### src/inc/led_pkg.sv
// What this block does
// - Three indicator outputs per port.
// - Strap picks mode one/two; register picks three.
// - Strapped pin level sets output polarity.
// - Mode one: link light follows link good.
// - Modes two/three: link on, blinks on activity.
// - Speed light on at 100, all modes.
// - Mode one: shared light shows activity.
// - Mode two: shared light shows collision.
// - Mode three: shared light may show duplex.
// - Straps latched after reset, then held.
package led_pkg;
    // Timing
    localparam int CLK_HZ            = 20_000_000;
    localparam int BLINK_HALF_MS     = 50;
    localparam int BLINK_HALF_CYCLES = BLINK_HALF_MS * (CLK_HZ / 1000);
    // Cycles after reset release before straps are sampled
    localparam logic [1:0] STRAP_WAIT = 2'h3;

    // Structure
    localparam int PORTS = 2;
    localparam int LEDS  = 3;
    localparam int LED_LINK   = 0;
    localparam int LED_SPEED  = 1;
    localparam int LED_ACTCOL = 2;

    // Register map, byte addresses
    localparam logic [7:0] CTRL_OFFSET   = 8'h00;
    localparam logic [7:0] STATUS_OFFSET = 8'h04;
    localparam logic [31:0] CTRL_RESET   = 32'h0000_0000;

    // Control fields
    localparam int CTRL_MODE3_BIT  = 0;
    localparam int CTRL_DUPLEX_LSB = 1;

    // Status fields
    localparam int ST_DONE_BIT  = 0;
    localparam int ST_MODE_BIT  = 1;
    localparam int ST_STRAP_LSB = 2;
    localparam int ST_LED_LSB   = 8;
    localparam int ST_MODE3_BIT = 14;

    // Strap level on the mode pin that selects mode one
    localparam logic MODE_STRAP_ONE = 1'b1;

    typedef enum logic [1:0] {
        MODE_ONE   = 2'b00,
        MODE_TWO   = 2'b01,
        MODE_THREE = 2'b10
    } led_mode_type;
endpackage

### src/rtl/led_port.sv
`timescale 1ns/100ps
`default_nettype none
module led_port #(
    parameter int unsigned HALF = led_pkg::BLINK_HALF_CYCLES
) (
    input  wire logic                 clk,
    input  wire logic                 rst_n,
    input  wire logic                 ce,
    input  wire led_pkg::led_mode_type mode,
    input  wire logic                 duplex_sel,
    input  wire logic                 strap_done,
    input  wire logic [2:0]           polarity,
    input  wire logic                 link,
    input  wire logic                 speed,
    input  wire logic                 duplex,
    input  wire logic                 tx_act,
    input  wire logic                 rx_act,
    input  wire logic                 col,
    output logic      [2:0]           led
);
    localparam int unsigned CNT_W = $clog2(2 * HALF + 1);
    localparam logic [CNT_W-1:0] HALF_C = CNT_W'(HALF);
    localparam logic [CNT_W-1:0] LAST_C = CNT_W'(2 * HALF - 1);

    typedef struct packed {
        logic [CNT_W-1:0] count;
        logic             blinking;
        logic             prev_act;
        logic [2:0]       led;
    } port_state_type;

    port_state_type state;
    port_state_type next_state;
    logic           activity;
    logic           blink_off;
    logic [2:0]     on;

    // Next state of blink timer and lights
    always_comb begin
        next_state = state;
        activity   = tx_act | rx_act;
        if (activity && (!state.prev_act || !state.blinking)) begin
            next_state.count    = '0;
            next_state.blinking = 1'b1;
        end else if (state.blinking) begin
            if (state.count == LAST_C) begin
                next_state.blinking = 1'b0;
            end else begin
                next_state.count = state.count + 1'b1;
            end
        end
        next_state.prev_act = activity;
        // First half of each period is dark
        blink_off = state.blinking && (state.count < HALF_C);
        on        = 3'h0;
        on[led_pkg::LED_SPEED] = speed;
        unique case (mode)
            led_pkg::MODE_ONE: begin
                on[led_pkg::LED_LINK]   = link;
                on[led_pkg::LED_ACTCOL] = activity;
            end
            led_pkg::MODE_TWO: begin
                on[led_pkg::LED_LINK]   = link && !blink_off;
                on[led_pkg::LED_ACTCOL] = col;
            end
            led_pkg::MODE_THREE: begin
                on[led_pkg::LED_LINK]   = link && !blink_off;
                on[led_pkg::LED_ACTCOL] = duplex_sel ? duplex : col;
            end
            default: begin
                on = 3'h0; // Unused mode code keeps lights dark
            end
        endcase
        // drive opposite to the strap pull
        next_state.led = strap_done ? (on ^ polarity) : polarity;
    end

    // State register, frozen while ce is low
    always_ff @(posedge clk or negedge rst_n) begin
        if (!rst_n) begin
            state <= '0;
        end else if (ce) begin
            state <= next_state;
        end
    end

    assign led = state.led;
endmodule // led_port
`default_nettype wire

### src/rtl/phy_status_led_driver.sv
// Chosen here: the register addresses and the APB register port.
`timescale 1ns/100ps
`default_nettype none
module phy_status_led_driver #(
    parameter int unsigned BLINK_HALF = led_pkg::BLINK_HALF_CYCLES
) (
    input  wire logic        CLK,
    input  wire logic        RESET_N,
    input  wire logic        CE,
    // APB slave
    input  wire logic        PSEL,
    input  wire logic        PENABLE,
    input  wire logic        PWRITE,
    input  wire logic [7:0]  PADDR,
    input  wire logic [31:0] PWDATA,
    input  wire logic [3:0]  PSTRB,
    output logic      [31:0] PRDATA,
    output logic             PREADY,
    output logic             PSLVERR,
    // Mode strap pin, sampled after reset
    input  wire logic        LED_MODE_STRAP,
    // Transceiver core indications, port A
    input  wire logic        LINK_GOOD_A,
    input  wire logic        SPEED_100_A,
    input  wire logic        FULL_DUPLEX_A,
    input  wire logic        TX_ACTIVE_A,
    input  wire logic        RX_ACTIVE_A,
    input  wire logic        COLLISION_A,
    // Transceiver core indications, port B
    input  wire logic        LINK_GOOD_B,
    input  wire logic        SPEED_100_B,
    input  wire logic        FULL_DUPLEX_B,
    input  wire logic        TX_ACTIVE_B,
    input  wire logic        RX_ACTIVE_B,
    input  wire logic        COLLISION_B,
    // Indicator pins, port A
    input  wire logic        LINK_INDICATOR_PORT_A_IN,
    output logic             LINK_INDICATOR_PORT_A_OUT,
    output logic             LINK_INDICATOR_PORT_A_OE_N,
    input  wire logic        SPEED_INDICATOR_PORT_A_IN,
    output logic             SPEED_INDICATOR_PORT_A_OUT,
    output logic             SPEED_INDICATOR_PORT_A_OE_N,
    input  wire logic        ACTIVITY_COLLISION_INDICATOR_PORT_A_IN,
    output logic             ACTIVITY_COLLISION_INDICATOR_PORT_A_OUT,
    output logic             ACTIVITY_COLLISION_INDICATOR_PORT_A_OE_N,
    // Indicator pins, port B
    input  wire logic        LINK_INDICATOR_PORT_B_IN,
    output logic             LINK_INDICATOR_PORT_B_OUT,
    output logic             LINK_INDICATOR_PORT_B_OE_N,
    input  wire logic        SPEED_INDICATOR_PORT_B_IN,
    output logic             SPEED_INDICATOR_PORT_B_OUT,
    output logic             SPEED_INDICATOR_PORT_B_OE_N,
    input  wire logic        ACTIVITY_COLLISION_INDICATOR_PORT_B_IN,
    output logic             ACTIVITY_COLLISION_INDICATOR_PORT_B_OUT,
    output logic             ACTIVITY_COLLISION_INDICATOR_PORT_B_OE_N
);
    localparam int PINS = led_pkg::PORTS * led_pkg::LEDS;

    typedef struct packed {
        logic [PINS-1:0]          pin_meta;
        logic [PINS-1:0]          pin_sync;
        logic                     mode_meta;
        logic                     mode_sync;
        logic [1:0]               wait_cnt;
        logic                     strap_done;
        logic [PINS-1:0]          strap_pin;
        logic                     strap_mode;
        logic                     mode3;
        logic [led_pkg::PORTS-1:0] dup_sel;
        logic [31:0]              prdata;
    } top_state_type;

    top_state_type state;
    top_state_type next_state;

    logic [1:0]      rst_pipe;
    logic            rst_n;
    logic [PINS-1:0] pin_in;
    logic [PINS-1:0] led_level;
    logic            setup;
    logic            access;
    logic            hit_ctrl;
    logic            hit_status;
    logic [31:0]     ctrl_word;
    logic [31:0]     status_word;
    led_pkg::led_mode_type mode;

    logic [led_pkg::PORTS-1:0] link;
    logic [led_pkg::PORTS-1:0] speed;
    logic [led_pkg::PORTS-1:0] duplex;
    logic [led_pkg::PORTS-1:0] tx_act;
    logic [led_pkg::PORTS-1:0] rx_act;
    logic [led_pkg::PORTS-1:0] col;

    // Reset release through two flops; assertion stays asynchronous
    always_ff @(posedge CLK or negedge RESET_N) begin
        if (!RESET_N) begin
            rst_pipe <= 2'h0;
        end else begin
            rst_pipe <= {rst_pipe[0], 1'b1};
        end
    end
    assign rst_n = rst_pipe[1];

    // Gather pins, port A in the low three bits
    assign pin_in = {ACTIVITY_COLLISION_INDICATOR_PORT_B_IN,
                     SPEED_INDICATOR_PORT_B_IN,
                     LINK_INDICATOR_PORT_B_IN,
                     ACTIVITY_COLLISION_INDICATOR_PORT_A_IN,
                     SPEED_INDICATOR_PORT_A_IN,
                     LINK_INDICATOR_PORT_A_IN};

    // Core indications, same clock, no synchroniser
    assign link   = {LINK_GOOD_B, LINK_GOOD_A};
    assign speed  = {SPEED_100_B, SPEED_100_A};
    assign duplex = {FULL_DUPLEX_B, FULL_DUPLEX_A};
    assign tx_act = {TX_ACTIVE_B, TX_ACTIVE_A};
    assign rx_act = {RX_ACTIVE_B, RX_ACTIVE_A};
    assign col    = {COLLISION_B, COLLISION_A};

    // APB phase and address decode
    assign setup      = PSEL && !PENABLE;
    assign access     = PSEL && PENABLE;
    assign hit_ctrl   = (PADDR == led_pkg::CTRL_OFFSET);
    assign hit_status = (PADDR == led_pkg::STATUS_OFFSET);

    // Control readback
    always_comb begin
        ctrl_word = led_pkg::CTRL_RESET;
        ctrl_word[led_pkg::CTRL_MODE3_BIT] = state.mode3;
        ctrl_word[led_pkg::CTRL_DUPLEX_LSB +: led_pkg::PORTS] = state.dup_sel;
    end

    // Status shows straps and the live lights
    always_comb begin
        status_word = 32'h0000_0000;
        status_word[led_pkg::ST_DONE_BIT] = state.strap_done;
        status_word[led_pkg::ST_MODE_BIT] = state.strap_mode;
        status_word[led_pkg::ST_STRAP_LSB +: PINS] = state.strap_pin;
        status_word[led_pkg::ST_LED_LSB +: PINS] = led_level;
        status_word[led_pkg::ST_MODE3_BIT] = (mode == led_pkg::MODE_THREE);
    end

    always_comb begin
        if (state.mode3) begin
            mode = led_pkg::MODE_THREE;
        end else if (state.strap_mode == led_pkg::MODE_STRAP_ONE) begin
            mode = led_pkg::MODE_ONE;
        end else begin
            mode = led_pkg::MODE_TWO;
        end
    end

    // Next state: synchronisers, strap capture, registers
    always_comb begin
        next_state = state;
        // Two-flop synchronisers on the pins
        next_state.pin_meta  = pin_in;
        next_state.pin_sync  = state.pin_meta;
        next_state.mode_meta = LED_MODE_STRAP;
        next_state.mode_sync = state.mode_meta;
        // latch straps once the synchronisers hold pin levels
        if (!state.strap_done) begin
            if (state.wait_cnt == led_pkg::STRAP_WAIT) begin
                next_state.strap_done = 1'b1;
                next_state.strap_pin  = state.pin_sync;
                next_state.strap_mode = state.mode_sync;
            end else begin
                next_state.wait_cnt = state.wait_cnt + 2'h1;
            end
        end
        // Read data prepared in the setup phase
        if (setup && !PWRITE) begin
            if (hit_ctrl) begin
                next_state.prdata = ctrl_word;
            end else if (hit_status) begin
                next_state.prdata = status_word;
            end else begin
                next_state.prdata = 32'h0000_0000;
            end
        end
        if (access && PWRITE && hit_ctrl && PSTRB[0]) begin
            next_state.mode3   = PWDATA[led_pkg::CTRL_MODE3_BIT];
            next_state.dup_sel = PWDATA[led_pkg::CTRL_DUPLEX_LSB +: led_pkg::PORTS];
        end
    end

    // State register, frozen while CE is low
    always_ff @(posedge CLK or negedge rst_n) begin
        if (!rst_n) begin
            state <= '0;
        end else if (CE) begin
            state <= next_state;
        end
    end

    // Zero wait states; a frozen block stretches the access
    assign PREADY  = CE;
    assign PSLVERR = access && !(hit_ctrl || (hit_status && !PWRITE));
    assign PRDATA  = state.prdata;

    generate
        for (genvar p = 0; p < led_pkg::PORTS; p++) begin : g_port
            led_port #(
                .HALF(BLINK_HALF)
            ) u_port (
                .clk        (CLK),
                .rst_n      (rst_n),
                .ce         (CE),
                .mode       (mode),
                .duplex_sel (state.dup_sel[p]),
                .strap_done (state.strap_done),
                .polarity   (state.strap_pin[p*led_pkg::LEDS +: led_pkg::LEDS]),
                .link       (link[p]),
                .speed      (speed[p]),
                .duplex     (duplex[p]),
                .tx_act     (tx_act[p]),
                .rx_act     (rx_act[p]),
                .col        (col[p]),
                .led        (led_level[p*led_pkg::LEDS +: led_pkg::LEDS])
            );
        end
    endgenerate

    assign LINK_INDICATOR_PORT_A_OUT               = led_level[0];
    assign SPEED_INDICATOR_PORT_A_OUT              = led_level[1];
    assign ACTIVITY_COLLISION_INDICATOR_PORT_A_OUT = led_level[2];
    assign LINK_INDICATOR_PORT_B_OUT               = led_level[3];
    assign SPEED_INDICATOR_PORT_B_OUT              = led_level[4];
    assign ACTIVITY_COLLISION_INDICATOR_PORT_B_OUT = led_level[5];

    // Pins float until straps are caught so the pulls are readable
    assign LINK_INDICATOR_PORT_A_OE_N               = !state.strap_done;
    assign SPEED_INDICATOR_PORT_A_OE_N              = !state.strap_done;
    assign ACTIVITY_COLLISION_INDICATOR_PORT_A_OE_N = !state.strap_done;
    assign LINK_INDICATOR_PORT_B_OE_N               = !state.strap_done;
    assign SPEED_INDICATOR_PORT_B_OE_N              = !state.strap_done;
    assign ACTIVITY_COLLISION_INDICATOR_PORT_B_OE_N = !state.strap_done;
endmodule // phy_status_led_driver
`default_nettype wire

### config.mk
export PLATFORM = sky130hd
export DESIGN_NAME = phy_status_led_driver
export DESIGN_NICKNAME = d
export VERILOG_FILES = /design/src/inc/led_pkg.sv /design/src/rtl/led_port.sv /design/src/rtl/phy_status_led_driver.sv
export SDC_FILE = /design/constraint.sdc
export NUM_CORES = 1
export LEC_CHECK = 0
export ABC_AREA = 1
export BUFFER_PORTS_ARGS = -buffer_cell sky130_fd_sc_hd__buf_2
export CAP_MARGIN = 20
export CORE_ASPECT_RATIO = 0.6
export CORE_UTILIZATION = 25
export CTS_CLUSTER_SIZE = 25
export DETAILED_ROUTE_END_ITERATION = 10
export MAX_ROUTING_LAYER = met4
export SYNTH_ARGS = -nofsm -noshare
export SYNTH_HDL_FRONTEND = slang
export SYNTH_HIERARCHICAL = 1
export SYNTH_SLANG_ARGS = --single-unit
### constraint.sdc
create_clock -name CLK -period 4 [get_ports CLK]
set_input_delay 0.4 -clock CLK [delete_from_list [all_inputs] [get_ports CLK]]
set_output_delay 0.4 -clock CLK [all_outputs]
set_load 0.02 [all_outputs]
---- Yosys cells after proc, flatten, opt, wreduce, memory -nomap -nowiden ----
Cells that the tools add are included.
storage, ports and cells
  bits in registers ....................... 113
  bits of input ports ..................... 69
  logic and storage cells ................. 102
cells by class
  add/sub/neg operators ................... 3
  order comparisons ....................... 2
  eq/ne operators ......................... 8
  muxes and demuxes ....................... 24
  bitwise operators ....................... 6
  reduce and logical (&&, ||, !) cells .... 39
operator list
  cell                                                                            number
  22-bit 2-to-1 mux                                                               4
  21-bit by 1-bit adder with 21-bit output, second input constant                 2
  21-bit == test, second input constant                                           2
  21-bit by 20-bit less-than comparator with 1-bit output, second input constant  2
  21-bit 2-to-1 mux                                                               2
  15-bit 2-to-1 mux                                                               2
  8-bit 2-to-1 mux                                                                2
  1-bit logical AND                                                               14
  3-bit AND reduction                                                             4
  1-bit zero test                                                                 10
  8-bit by 3-bit == test with 1-bit output, second input constant                 1
  8-bit zero test                                                                 1
  1-bit 2-to-1 mux                                                                7
  3-bit 2-to-1 mux                                                                2
  1-bit case mux with 3 select lines                                              2
  3-bit bitwise XOR                                                               2
  2-bit == test, second input constant                                            2
  2-bit by 1-bit != test with 1-bit output, second input constant                 2
  1-bit case mux with 2 select lines                                              2
  2-bit AND reduction                                                             2
  2-bit nonzero test                                                              2
  1-bit logical OR                                                                3
  3-bit OR reduction                                                              1
  2-bit by 1-bit adder with 2-bit output, second input constant                   1
  6 further kinds                                                                 8

---- Longest topological paths before layout ----
Gate-level depths: netlist of the first run.
  depth after elaboration ................. 7
  mapped depth ............................ 13

---- By module ----
The synthesis of the first run kept the hierarchy.
by module, submodules not included
  module                 instances  cells an instance  area each (µm²)  sequential area each (µm²)
  led_port               2          287                1,930.6          650.6
  phy_status_led_driver  1          243                2,087.0          1,101.1

---- Worst setup path after synthesis of the first run ----
Ideal clock, no wire load.
  path type ............................... register to register
  from .................................... register state, in the netlist ctrl_word[0]
  to ...................................... register g_port[0].u_port.state, in the netlist g_port[0].u_port/led[2]
  data arrival time ....................... 1,496 ps
  required time ........................... 3,883 ps
  path slack .............................. 2,387 ps
  cell stages (with the launch flop) ...... 10
  path buffers ............................ 0
  cell sequence ........................... dfrtp_1 nor2_1 inv_1 ha_1 a22oi_1 o21ai_0 nand3_1 nand2_1 nand3_1 nand2_1
on the way
  longest elaborated chain between the ends .. 5
ends and longest elaborated chain
  what                                    RTL line                      source
  start, declared                         phy_status_led_driver.sv:73   top_state_type state;
  start signal, assigned                  phy_status_led_driver.sv:193  state <= next_state;
  2-bit 2-to-1 mux (*)                    phy_status_led_driver.sv:145  if (state.mode3) begin
  net mode[0]                             phy_status_led_driver.sv:86   led_pkg::led_mode_type mode;
  2-bit == test (tied with other cells)   led_port.sv:57                unique case (mode)
  1-bit case mux with 3 select lines (*)  led_port.sv:57
  3-bit bitwise XOR (*)                   led_port.sv:75                next_state.led = strap_done ? (on ^ polarity) : polarity;
  3-bit 2-to-1 mux (*)                    led_port.sv:75
  end signal, assigned                    led_port.sv:83                state <= next_state;
  end, declared                           led_port.sv:32                port_state_type state;
The timed path passes the listed nets; every way through them passes the cells marked *.
A chain may end at the register's enable or synchronous reset.

---- Final worst setup path of the first run ----
  from .................................... register g_port[0].u_port/state[4] (netlist name)
  to ...................................... register g_port[0].u_port/state[7] (netlist name)
on the way
  longest elaborated chain between the ends .. 5
ends and longest elaborated chain
  what                                                                                             RTL line        source
  1-bit zero test                                                                                  led_port.sv:42  if (activity && (!state.prev_act || !state.blinking)) begin
  1-bit logical OR                                                                                 led_port.sv:42
  1-bit logical AND                                                                                led_port.sv:42
  2-bit by 1-bit != test with 1-bit output (no source line) or 2-bit nonzero test (tied branches)  n/a
  3-bit AND reduction (no source line)                                                             n/a
Several ways; a longest one is shown, not always the timed one.

==> metrics.md, run 1 <==
| Metric | Value |
|---|---|
| Status | `complete, no violations` |
| Actual slew at the worst max-slew pin | `0.9892 ns` |
| Post-Synth XOR/XNOR Area | `2.209%` |
| DR vias/cell | `4.477` |
| WL final | `14910 um` |
| Dominant synthesized flop cell | `dfrtp_1` |
| Fmax | `379.7 MHz` |
| Final Non-Filler Cells | `1165` |
| Critical Path Start Type | `register` |
| Std-Cell Rows | `43` |
| Area grow syn2layout | `10.16%` |
| Sink Count | `96` |
| FF+latch count, synth | `96` |
| Drt initial violations | `424` |
| Post-DP HPWL | `11330 um` |
| Cell count after placement | `1148` |
| Post-synthesis cell count | `817` |
| Synth Cell Area | `0.005948 mm2` |
| Maximum VDD drop | `205.2 uV` |
| Yosys warning count | `6` |
| WS Path Type | `reg2reg` |
| Reg clk slew, reported paths | `0.07 ns` |
| Drt pass-1 iters | `5` |
| Sequential share of the synthesized area | `40.39%` |
| Overall power | `2.051 mW` |
| Yosys cell types | `32` |
| EDFF count, synth | `0` |
| Ordered list of cells on the worst path | `clkinv_1 > nand2_1 > nand3_2 > inv_2 > nand2_1 > o21ai_1` |
| Ratio of cells with drive above 1 in the final layout | `13.18%` |
| Fin util | `28.19%` |
| Total core area | `0.02324 mm2` |
| Final Hold Viols | `0` |
| Main combinational cell family by area after synthesis | `simple AND/OR/NAND/NOR gates` |
| Pre-CTS setup slack | `1.366 ns` |
| CTS max path bufs | `2` |
| Pwr dens | `313.0 mW/mm2` |
| Worst path bufs/invs | `2` |
| First-pass GRT wire length | `24300 um` |
| Multiplexer share of the synthesized area | `0.1893%` |
| Filler cell count | `2591` |
| Share of synthesized flip-flops with an asynchronous set or reset | `100.0%` |
| Worst Path Arrival | `2.91 ns` |
| Port Buffers | `65` |
| Post-Synth Adder-Cell Area | `2.314%` |
| GR Util All Layers | `12.93%` |
| # H-tree levels | `3` |
| Post-synthesis simple-gate area fraction | `34.10%` |
| Final-report setup violation count | `0` |
| Worst setup margin | `1.366 ns` |
| Nets | `925` |
| Number of global-route vias before repair | `4590` |
| Pin count of the biggest net entering global routing | `74` |
| Antenna violations before repair | `1` |
| Via Count | `5216` |
| Post-route ant nets | `0` |
| TritonCTS Buffers | `9` |
| Gpl congestion | `0.9507` |
| CTS tree | `done` |
| Die area | `0.02443 mm2` |
| Slew HR | `33.81%` |
| Antenna fix cells | `0` |
| Critical path required time | `4.27 ns` |
| Most frequent CP cell | `nand2_1` |
| Average cell area after synthesis | `7.281 um2` |
| Overflow after GRT | `0` |
| Final period util | `65.85%` |
| Minimum clock period | `2.634 ns` |
| Worst-skew pair later-pin latency | `0.36 ns` |
| Crit end category | `register` |
| Max-slew violations | `0` |
| Die height | `121.5 um` |
| Compound-gate portion of the synthesized area | `7.573%` |
| CP max FO | `31` |
| TNS Setup | `0 ns` |
| Setup repair bufs after CTS | `0` |
| Clock skew | `0.01110 ns` |
| Die X-Extent | `201.1 um` |
| Post-DR wirelength/cell | `12.79 um` |
| Critical Path Max Stage Delay | `0.78 ns` |
| Slowest-stage cell, CP | `dfrtp_1` |
| DRC violations left | `0` |
| Initial Util | `25.59%` |
| Leakage | `2.987 nW` |
| Cell family with most CP delay | `buffers and inverters` |
| RSZ-0062 raised after global routing | `false` |
| Worst Hold Class | `in2reg` |
| Root buffer cell | `clkbuf_16` |
| Max-cap viol count | `0` |
| I/O pin count | `115` |
sequential cells by signal, indices dropped and copies added (netlist names):
name / count
state: 17
g_port.u_port/led: 6
g_port.u_port/state: 46
ctrl_word: 3
next_state: 7
PRDATA: 15
rst_pipe: 2
cell type report:
cell class | instances | area (um2) | area share [%]
Multi-Input combinational cell | 588 | 2826 | 43.14
Sequential cell | 96 | 2406 | 36.72
Tap cell | 315 | 394.1 | 6.015
Timing Repair Buffer | 69 | 357.8 | 5.461
Inverter | 81 | 304.0 | 4.640
Clock buffer | 11 | 232.7 | 3.552
Clock inverter | 5 | 31.28 | 0.4774
repair_timing:
item | 4_1_cts | 5_1_grt
gates resized for setup | 0 | 0
endpoints found under the setup margin | 0 | 0
endpoints found under the hold margin | 2 | 0
hold buffers | 1 | 0
worst register-to-register path: stages (launching register included):
cell and delay [ns]:
dfrtp_1 0.78, clkinv_1 0.49, nand2_1 0.19, nand3_2 0.49
inv_2 0.41, nand2_1 0.09, o21ai_1 0.08
synth_stat cells, drive strengths merged, types with 3 or more instances:
| library cell | number | area, um2 |
|---|---|---|
| a21oi | 4 | 42.54 |
| buf | 63 | 456.7 |
| clkbuf | 5 | 18.77 |
| dfrtp | 96 | 2402 |
| ha | 11 | 137.6 |
| inv | 79 | 296.5 |
| nand2 | 256 | 960.9 |
| nand3 | 61 | 315.3 |
| nand4 | 34 | 212.7 |
| nor2 | 70 | 262.8 |
| nor3 | 24 | 151.4 |
| nor4 | 8 | 62.56 |
| o21ai | 74 | 370.4 |
| or2 | 4 | 25.02 |
| xnor2 | 3 | 26.28 |
| xor2 | 12 | 105.1 |
where the power goes:
part	switching [mW]	leakage, nW	internal (mW)
clock network	0.380	0.130	0.421
registers	0.0564	1.29	1.00
logic	0.139	1.57	0.0523
cells in the final DEF (no fill, tap or decap), types with 9 or more instances in the layout:
master,count
nand2_1,256
dfrtp_1,95
nor2_1,70
inv_1,68
buf_2,65
nand3_1,59
o21ai_0,40
nand4_1,34
o21ai_1,34
nor3_1,19
conb_1,18
xor2_1,12
inv_2,11
ha_1,11
clkbuf_16,9
routing by layer:
layer,GRT usage (%),vias to the layer above,part of all wire (%)
met4,2.672,0,0.89
met2,15.98,137,37
met3,2.793,14,5.7
met5,-,-,0
li1,-,2649,-
met1,20.46,2416,57
logic make-up after synthesis:
kind of cell             count (synthesis)
multiplexers                             1
AND/OR/NAND/NOR                        461
AO/OA/AOI/OAI                           82
buffers and inverters                  149
flip-flops                              96
adder cells (fa/ha/maj)                 11
XOR/XNOR                                15
other                                    2
per-stage QoR:
stage	hold slack (ns)	cell area, um2
5_1_grt	0.2501	6553
3_5_place_dp	0.1866	6279
3_3_place_gp	0.1870	6279
6_report	0.2517	6553
2_1_floorplan	0.1044	6008
4_1_cts	0.2412	6553
final timing paths:
kind / slack [ns] / cells past startpoint / start / to
hold / removal: 0.25 / 3 / SPEED_INDICATOR_PORT_A_IN / next_state[48]
setup / recovery: 1.37 / 6 / g_port[0].u_port/state[4] / g_port[0].u_port/state[7]
hold reg to reg: 0.35 / 0 / rst_pipe[0] / rst_pipe[1]
setup reg to reg: 1.37 / 6 / g_port[0].u_port/state[4] / g_port[0].u_port/state[7]
max in group asynchronous: 2.62 / 1 / rst_pipe[1] / g_port[0].u_port/state[8]
min in group asynchronous: 0.36 / 2 / RESET_N / rst_pipe[1]
Note: power is estimated with default switching activity, not from simulation.
==> inputs of run 2 (changes only) <==
ABC_AREA = 0   (was 1)
clock period = 2.6 ns   (was 4 ns; I/O delays follow)
==> metrics.md, run 2 <==
| Metric | Value |
|---|---|
| Status | `complete, no violations` |
| Worst Path Arrival | `2.19 ns` |
| Number of global-route vias before repair | `3534` |
| CTS max path bufs | `2` |
| Clock skew | `0.01327 ns` |
| I/O pin count | `115` |
| Multiplexer share of the synthesized area | `5.919%` |
| Via Count | `3773` |
| Critical path required time | `2.82 ns` |
| Sink Count | `96` |
| Finished Cell Area | `0.005979 mm2` |
| Root buffer cell | `clkbuf_16` |
| Initial Util | `25.91%` |
| Main combinational cell family by area after synthesis | `simple AND/OR/NAND/NOR gates` |
| Total core area | `0.02032 mm2` |
| Overall power | `3.206 mW` |
| Max reg flops | `46` |
| Reg clk slew, reported paths | `0.08 ns` |
| Cell family with most CP delay | `simple AND/OR/NAND/NOR gates` |
| DP Area | `0.005689 mm2` |
| Average cell area after synthesis | `10.26 um2` |
| TritonCTS Buffers | `9` |
| Leakage | `2.709 nW` |
| Final period util | `75.74%` |
| Post-synthesis cell count | `513` |
| Cell with the most instances after synthesis | `dfrtp_1` |
| Cts hold-fix bufs | `1` |
| Antenna violations before repair | `0` |
| CTS tree | `done` |
| Die height | `114.4 um` |
| Ratio of cells with drive above 1 in the final layout | `26.55%` |
| Post_cts resized | `0` |
| CP max FO | `4` |
| Die X-Extent | `189.3 um` |
| Critical Path Start Type | `register` |
| Crit path launch | `state[35]` |
| Worst Hold Class | `in2reg` |
| Reg with most FFs | `g_port.u_port/state` |
| Worst path bufs/invs | `1` |
| Final Hold Viols | `0` |
| First-pass GRT wire length | `19530 um` |
| Final-report setup violation count | `0` |
| Actual slew at the worst max-slew pin | `0.6866 ns` |
| DRC violations left | `0` |
| Post-synthesis simple-gate area fraction | `20.99%` |
| Max-slew violations | `0` |
| Min-delay src | `PWDATA[1]` |
| Yosys top cell area share | `45.64%` |
| Post-route ant nets | `0` |
| WL final | `12020 um` |
| TNS Setup | `0 ns` |
| Post-DR wirelength/cell | `14.35 um` |
| Most frequent cells in the layout | `dfrtp_1 (95), buf_2 (65), nand2_1 (46), nor2_1 (43), nand3_1 (28)` |
| Maximum VDD drop | `323.4 uV` |
| Synth Cell Area | `0.005264 mm2` |
| Fin util | `29.43%` |
| Share of synthesized flip-flops with an asynchronous set or reset | `100.0%` |
| Drt pass-1 iters | `5` |
| Std-Cell Rows | `40` |
| FF+latch count, synth | `96` |
| Drt initial violations | `258` |
| Overflow after GRT | `0` |
| Compound-gate portion of the synthesized area | `12.05%` |
| Gpl congestion | `0.8073` |
| Yosys warning count | `6` |
| Crit end category | `register` |
| Slew HR | `54.23%` |
| Antenna fix cells | `0` |
| WS Path Type | `reg2reg` |
| Post-Synth Adder-Cell Area | `2.615%` |
| Die area | `0.02166 mm2` |
| Top post-synthesis cells by area | `dfrtp_1 (46%), buf_4 (6.4%), mux2_2 (5.3%)` |
| Port Buffers | `65` |
| Nets | `640` |
| Post-Synth XOR/XNOR Area | `4.493%` |
| Yosys cell types | `54` |
| # H-tree levels | `3` |
| Post-synth top area cell | `dfrtp_1` |
| EDFF count, synth | `0` |
| Post-DP HPWL | `8982 um` |
| GR Util All Layers | `12.02%` |
| Worst-skew pair later-pin latency | `0.36 ns` |
| RSZ-0062 raised after global routing | `false` |
| Sequential share of the synthesized area | `45.64%` |
| Ordered list of cells on the worst path | `nor2_1 > inv_1 > ha_1 > nor4b_1 > nand3_1 > nand4_1 > xor2_1 > a21oi_1` |
| Most frequent cells after synthesis | `dfrtp_1 (96), nand2_1 (46), buf_4 (45), nor2_1 (43), nand3_1 (28)` |
| DR vias/cell | `4.502` |
| Minimum clock period | `1.969 ns` |
| Setup repair bufs after CTS | `0` |
| Critical Path Max Stage Delay | `0.40 ns` |
| Commonest non-fill, non-tap cell in the layout | `dfrtp_1` |
| Max-cap viol count | `0` |
| Fmax | `507.8 MHz` |
| Pwr dens | `536.1 mW/mm2` |
| Dominant synthesized flop cell | `dfrtp_1` |
| Worst R2R Start | `state[35]` |
| Area grow syn2layout | `13.60%` |
| Slowest-stage cell, CP | `dfrtp_1` |
| Pin count of the biggest net entering global routing | `52` |
## run 2: power breakdown
| group | switching (mW) | internal (mW) | total [mW] |
|---|---|---|---|
| combinational | 0.192 | 0.125 | 0.317 |
| sequential | 0.0755 | 1.56 | 1.63 |
| clock | 0.599 | 0.658 | 1.26 |
## run 2: final timing paths
path	depth (start not counted)	end	slack, ns
worst max-delay path	8	g_port[1].u_port/led[0]	0.63
worst min-delay path	2	ctrl_word[1]	0.13
worst max register to register	8	g_port[1].u_port/led[0]	0.63
worst min register to register	0	rst_pipe[1]	0.35
max in group asynchronous	1	PRDATA[10]	1.53
min in group asynchronous	2	rst_pipe[0]	0.23
## run 2: layout make-up
class                   instances  area [um2]
fillers                      2165       14340
repair buffers                 77       417.9
inverters                      11       41.29
multi-input cells             365        2492
clock inverters                 7       55.05
well taps                     273       341.6
flip-flops and latches         96        2406
clock buffers                   9       225.2
## run 2: cells by family after synthesis
group,count (synthesis)
other cells,2
flops,96
mux,28
buf+inv,68
simple gates,189
compound gates,92
xor+xnor,27
fa+ha+maj,11
## run 2: per-stage QoR
stage / setup WS [ns] / hold slack [ns] / std cells
final: 0.6308 / 0.1312 / 838
after global routing: 0.4099 / 0.1318 / 838
after CTS: 0.6025 / 0.1210 / 838
after detailed placement: 0.6341 / 0.04768 / 821
after global placement: 0.6909 / 0.04692 / 821
after floorplan: 0.7122 / -0.03559 / 529
## run 2: per-layer routing
layer  track usage (%)  routed length [um]  vias up
met5                 -                   0        -
li1                  -                   -     1849
met1             18.81                6581     1827
met3             3.555                 737        6
met4             2.312                  56        0
met2             14.53                4647       91
==> inputs of run 3 (changes only) <==
clock period = 1.65 ns   (was 2.6 ns; I/O delays follow)
==> metrics.md, run 3 (same netlist as run 2, synthesis figures left out) <==
| Metric | Value |
|---|---|
| TritonCTS Buffers | `9` |
| Critical path required time | `1.91 ns` |
| Pin count of the biggest net entering global routing | `54` |
| GR Util All Layers | `13.32%` |
| Reg clk slew, reported paths | `0.07 ns` |
| CP max FO | `8` |
| Critical Path Start Type | `register` |
| Most frequent cells in the layout | `dfrtp_1 (91), buf_2 (65), buf_4 (61), nand2_1 (46), nor2_1 (42)` |
| Antenna fix cells | `0` |
| Max-cap viol count | `0` |
| Actual slew at the worst max-slew pin | `0.6712 ns` |
| RSZ-0062 raised after global routing | `true` |
| Final period util | `103.5%` |
| Fmax | `585.6 MHz` |
| Ratio of cells with drive above 1 in the final layout | `39.04%` |
| Post-route ant nets | `0` |
| Final Hold Viols | `0` |
| Commonest non-fill, non-tap cell in the layout | `dfrtp_1` |
| Std-Cell Rows | `40` |
| CTS tree | `done` |
| DR vias/cell | `4.557` |
| Minimum clock period | `1.708 ns` |
| Die height | `114.4 um` |
| Status | `finished with violations` |
| Area grow syn2layout | `28.45%` |
| Fin util | `33.28%` |
| Reg with most FFs | `g_port.u_port/state` |
| Clock skew | `0.008835 ns` |
| Overflow after GRT | `0` |
| Worst-skew pair later-pin latency | `0.36 ns` |
| Die area | `0.02166 mm2` |
| Hold_ws | `0.03754 ns` |
| Root buffer cell | `clkbuf_16` |
| Drt pass-1 iters | `4` |
| Total core area | `0.02032 mm2` |
| CTS max path bufs | `2` |
| Pwr dens | `810.6 mW/mm2` |
| Crit end category | `register` |
| Post-DR wirelength/cell | `14.88 um` |
| Leakage | `3.077 nW` |
| DRC violations left | `0` |
| First-pass GRT wire length | `21740 um` |
| # H-tree levels | `3` |
| Slew HR | `54.95%` |
| Number of global-route vias before repair | `3942` |
| Port Buffers | `65` |
| Max reg flops | `46` |
| I/O pin count | `115` |
| Worst Path Arrival | `1.97 ns` |
| TNS Setup | `-0.4090 ns` |
| Max-slew violations | `0` |
| Final-report setup violation count | `16` |
| Nets | `700` |
| Failing checks | `setup timing` |
| Maximum VDD drop | `525.8 uV` |
| Antenna violations before repair | `0` |
| Pre-CTS setup slack | `-0.1524 ns` |
| Sink Count | `96` |
| Drt initial violations | `247` |
| Worst Hold Class | `in2reg` |
| Worst setup margin | `-0.05780 ns` |
| Gpl congestion | `0.8226` |
| Die X-Extent | `189.3 um` |
| WL final | `13360 um` |
| WS Path Type | `reg2reg` |
| Via Count | `4092` |
| Initial Util | `25.91%` |
| Post-DP HPWL | `9949 um` |
## run 3: final timing paths
check	startpoint	depth (start not counted)	to	slack [ns]
max in group asynchronous	rst_pipe[1]	1	g_port[0].u_port/state[12]	0.94
max	g_port[0].u_port/state[18]	6	g_port[0].u_port/state[8]	-0.06
max reg2reg	g_port[0].u_port/state[18]	6	g_port[0].u_port/state[8]	-0.06
min reg2reg	rst_pipe[1]	0	next_state[50]	0.16
min	PWDATA[2]	2	ctrl_word[2]	0.04
min in group asynchronous	RESET_N	2	rst_pipe[1]	0.12
## run 3: critical path, cell delays in order, from the launching register on
cell	delay, ns
dfrtp_1	0.39
or4_4	0.56
nor4_4	0.17
buf_6	0.17
a21o_4	0.18
o21ai_1	0.08
o31ai_1	0.06
## run 3: stage by stage
step	cell area, um2	cells	power, mW
6_report	6761	898	5.481
5_1_grt	6761	898	5.709
4_1_cts	6653	894	5.508
3_5_place_dp	6123	871	3.202
3_3_place_gp	6123	871	3.193
2_1_floorplan	5346	529	2.969
## run 3: repair_timing
item,CTS,global route
gates cloned,0,0
pin swaps,25,23
setup buffers,6,4
setup endpoints to repair,29,39
hold buffers,1,0
resized for setup,37,18
endpoints found under the hold margin,2,0
## run 3: cell type report
class                      count  area [um2]
fill                        2110       13560
multi-input combinational    365        2706
sequential                    96        2411
timing repair buffer         137       932.1
tap                          273       341.6
clock buffer                   9       225.2
clock inverter                 7       96.34
inverter                      11       48.80
## run 3: report_power, final
| part | internal (mW) | switching [mW] | total (mW) |
|---|---|---|---|
| Combinational | 0.277 | 0.372 | 0.648 |
| Clock | 1.33 | 0.949 | 2.28 |
| Sequential | 2.45 | 0.100 | 2.55 |
| Total | 4.06 | 1.42 | 5.48 |
## run 3: metal layers
metal  vias up  share of wire (%)  track usage (%)  wire (um)
li1       1979                  -                -          -
met3         8                6.6            3.187        885
met2        97                 40            17.52       5336
met1      2008                 53            20.24       7091
met4         0               0.33            2.419         44
met5         -                  0                -          0
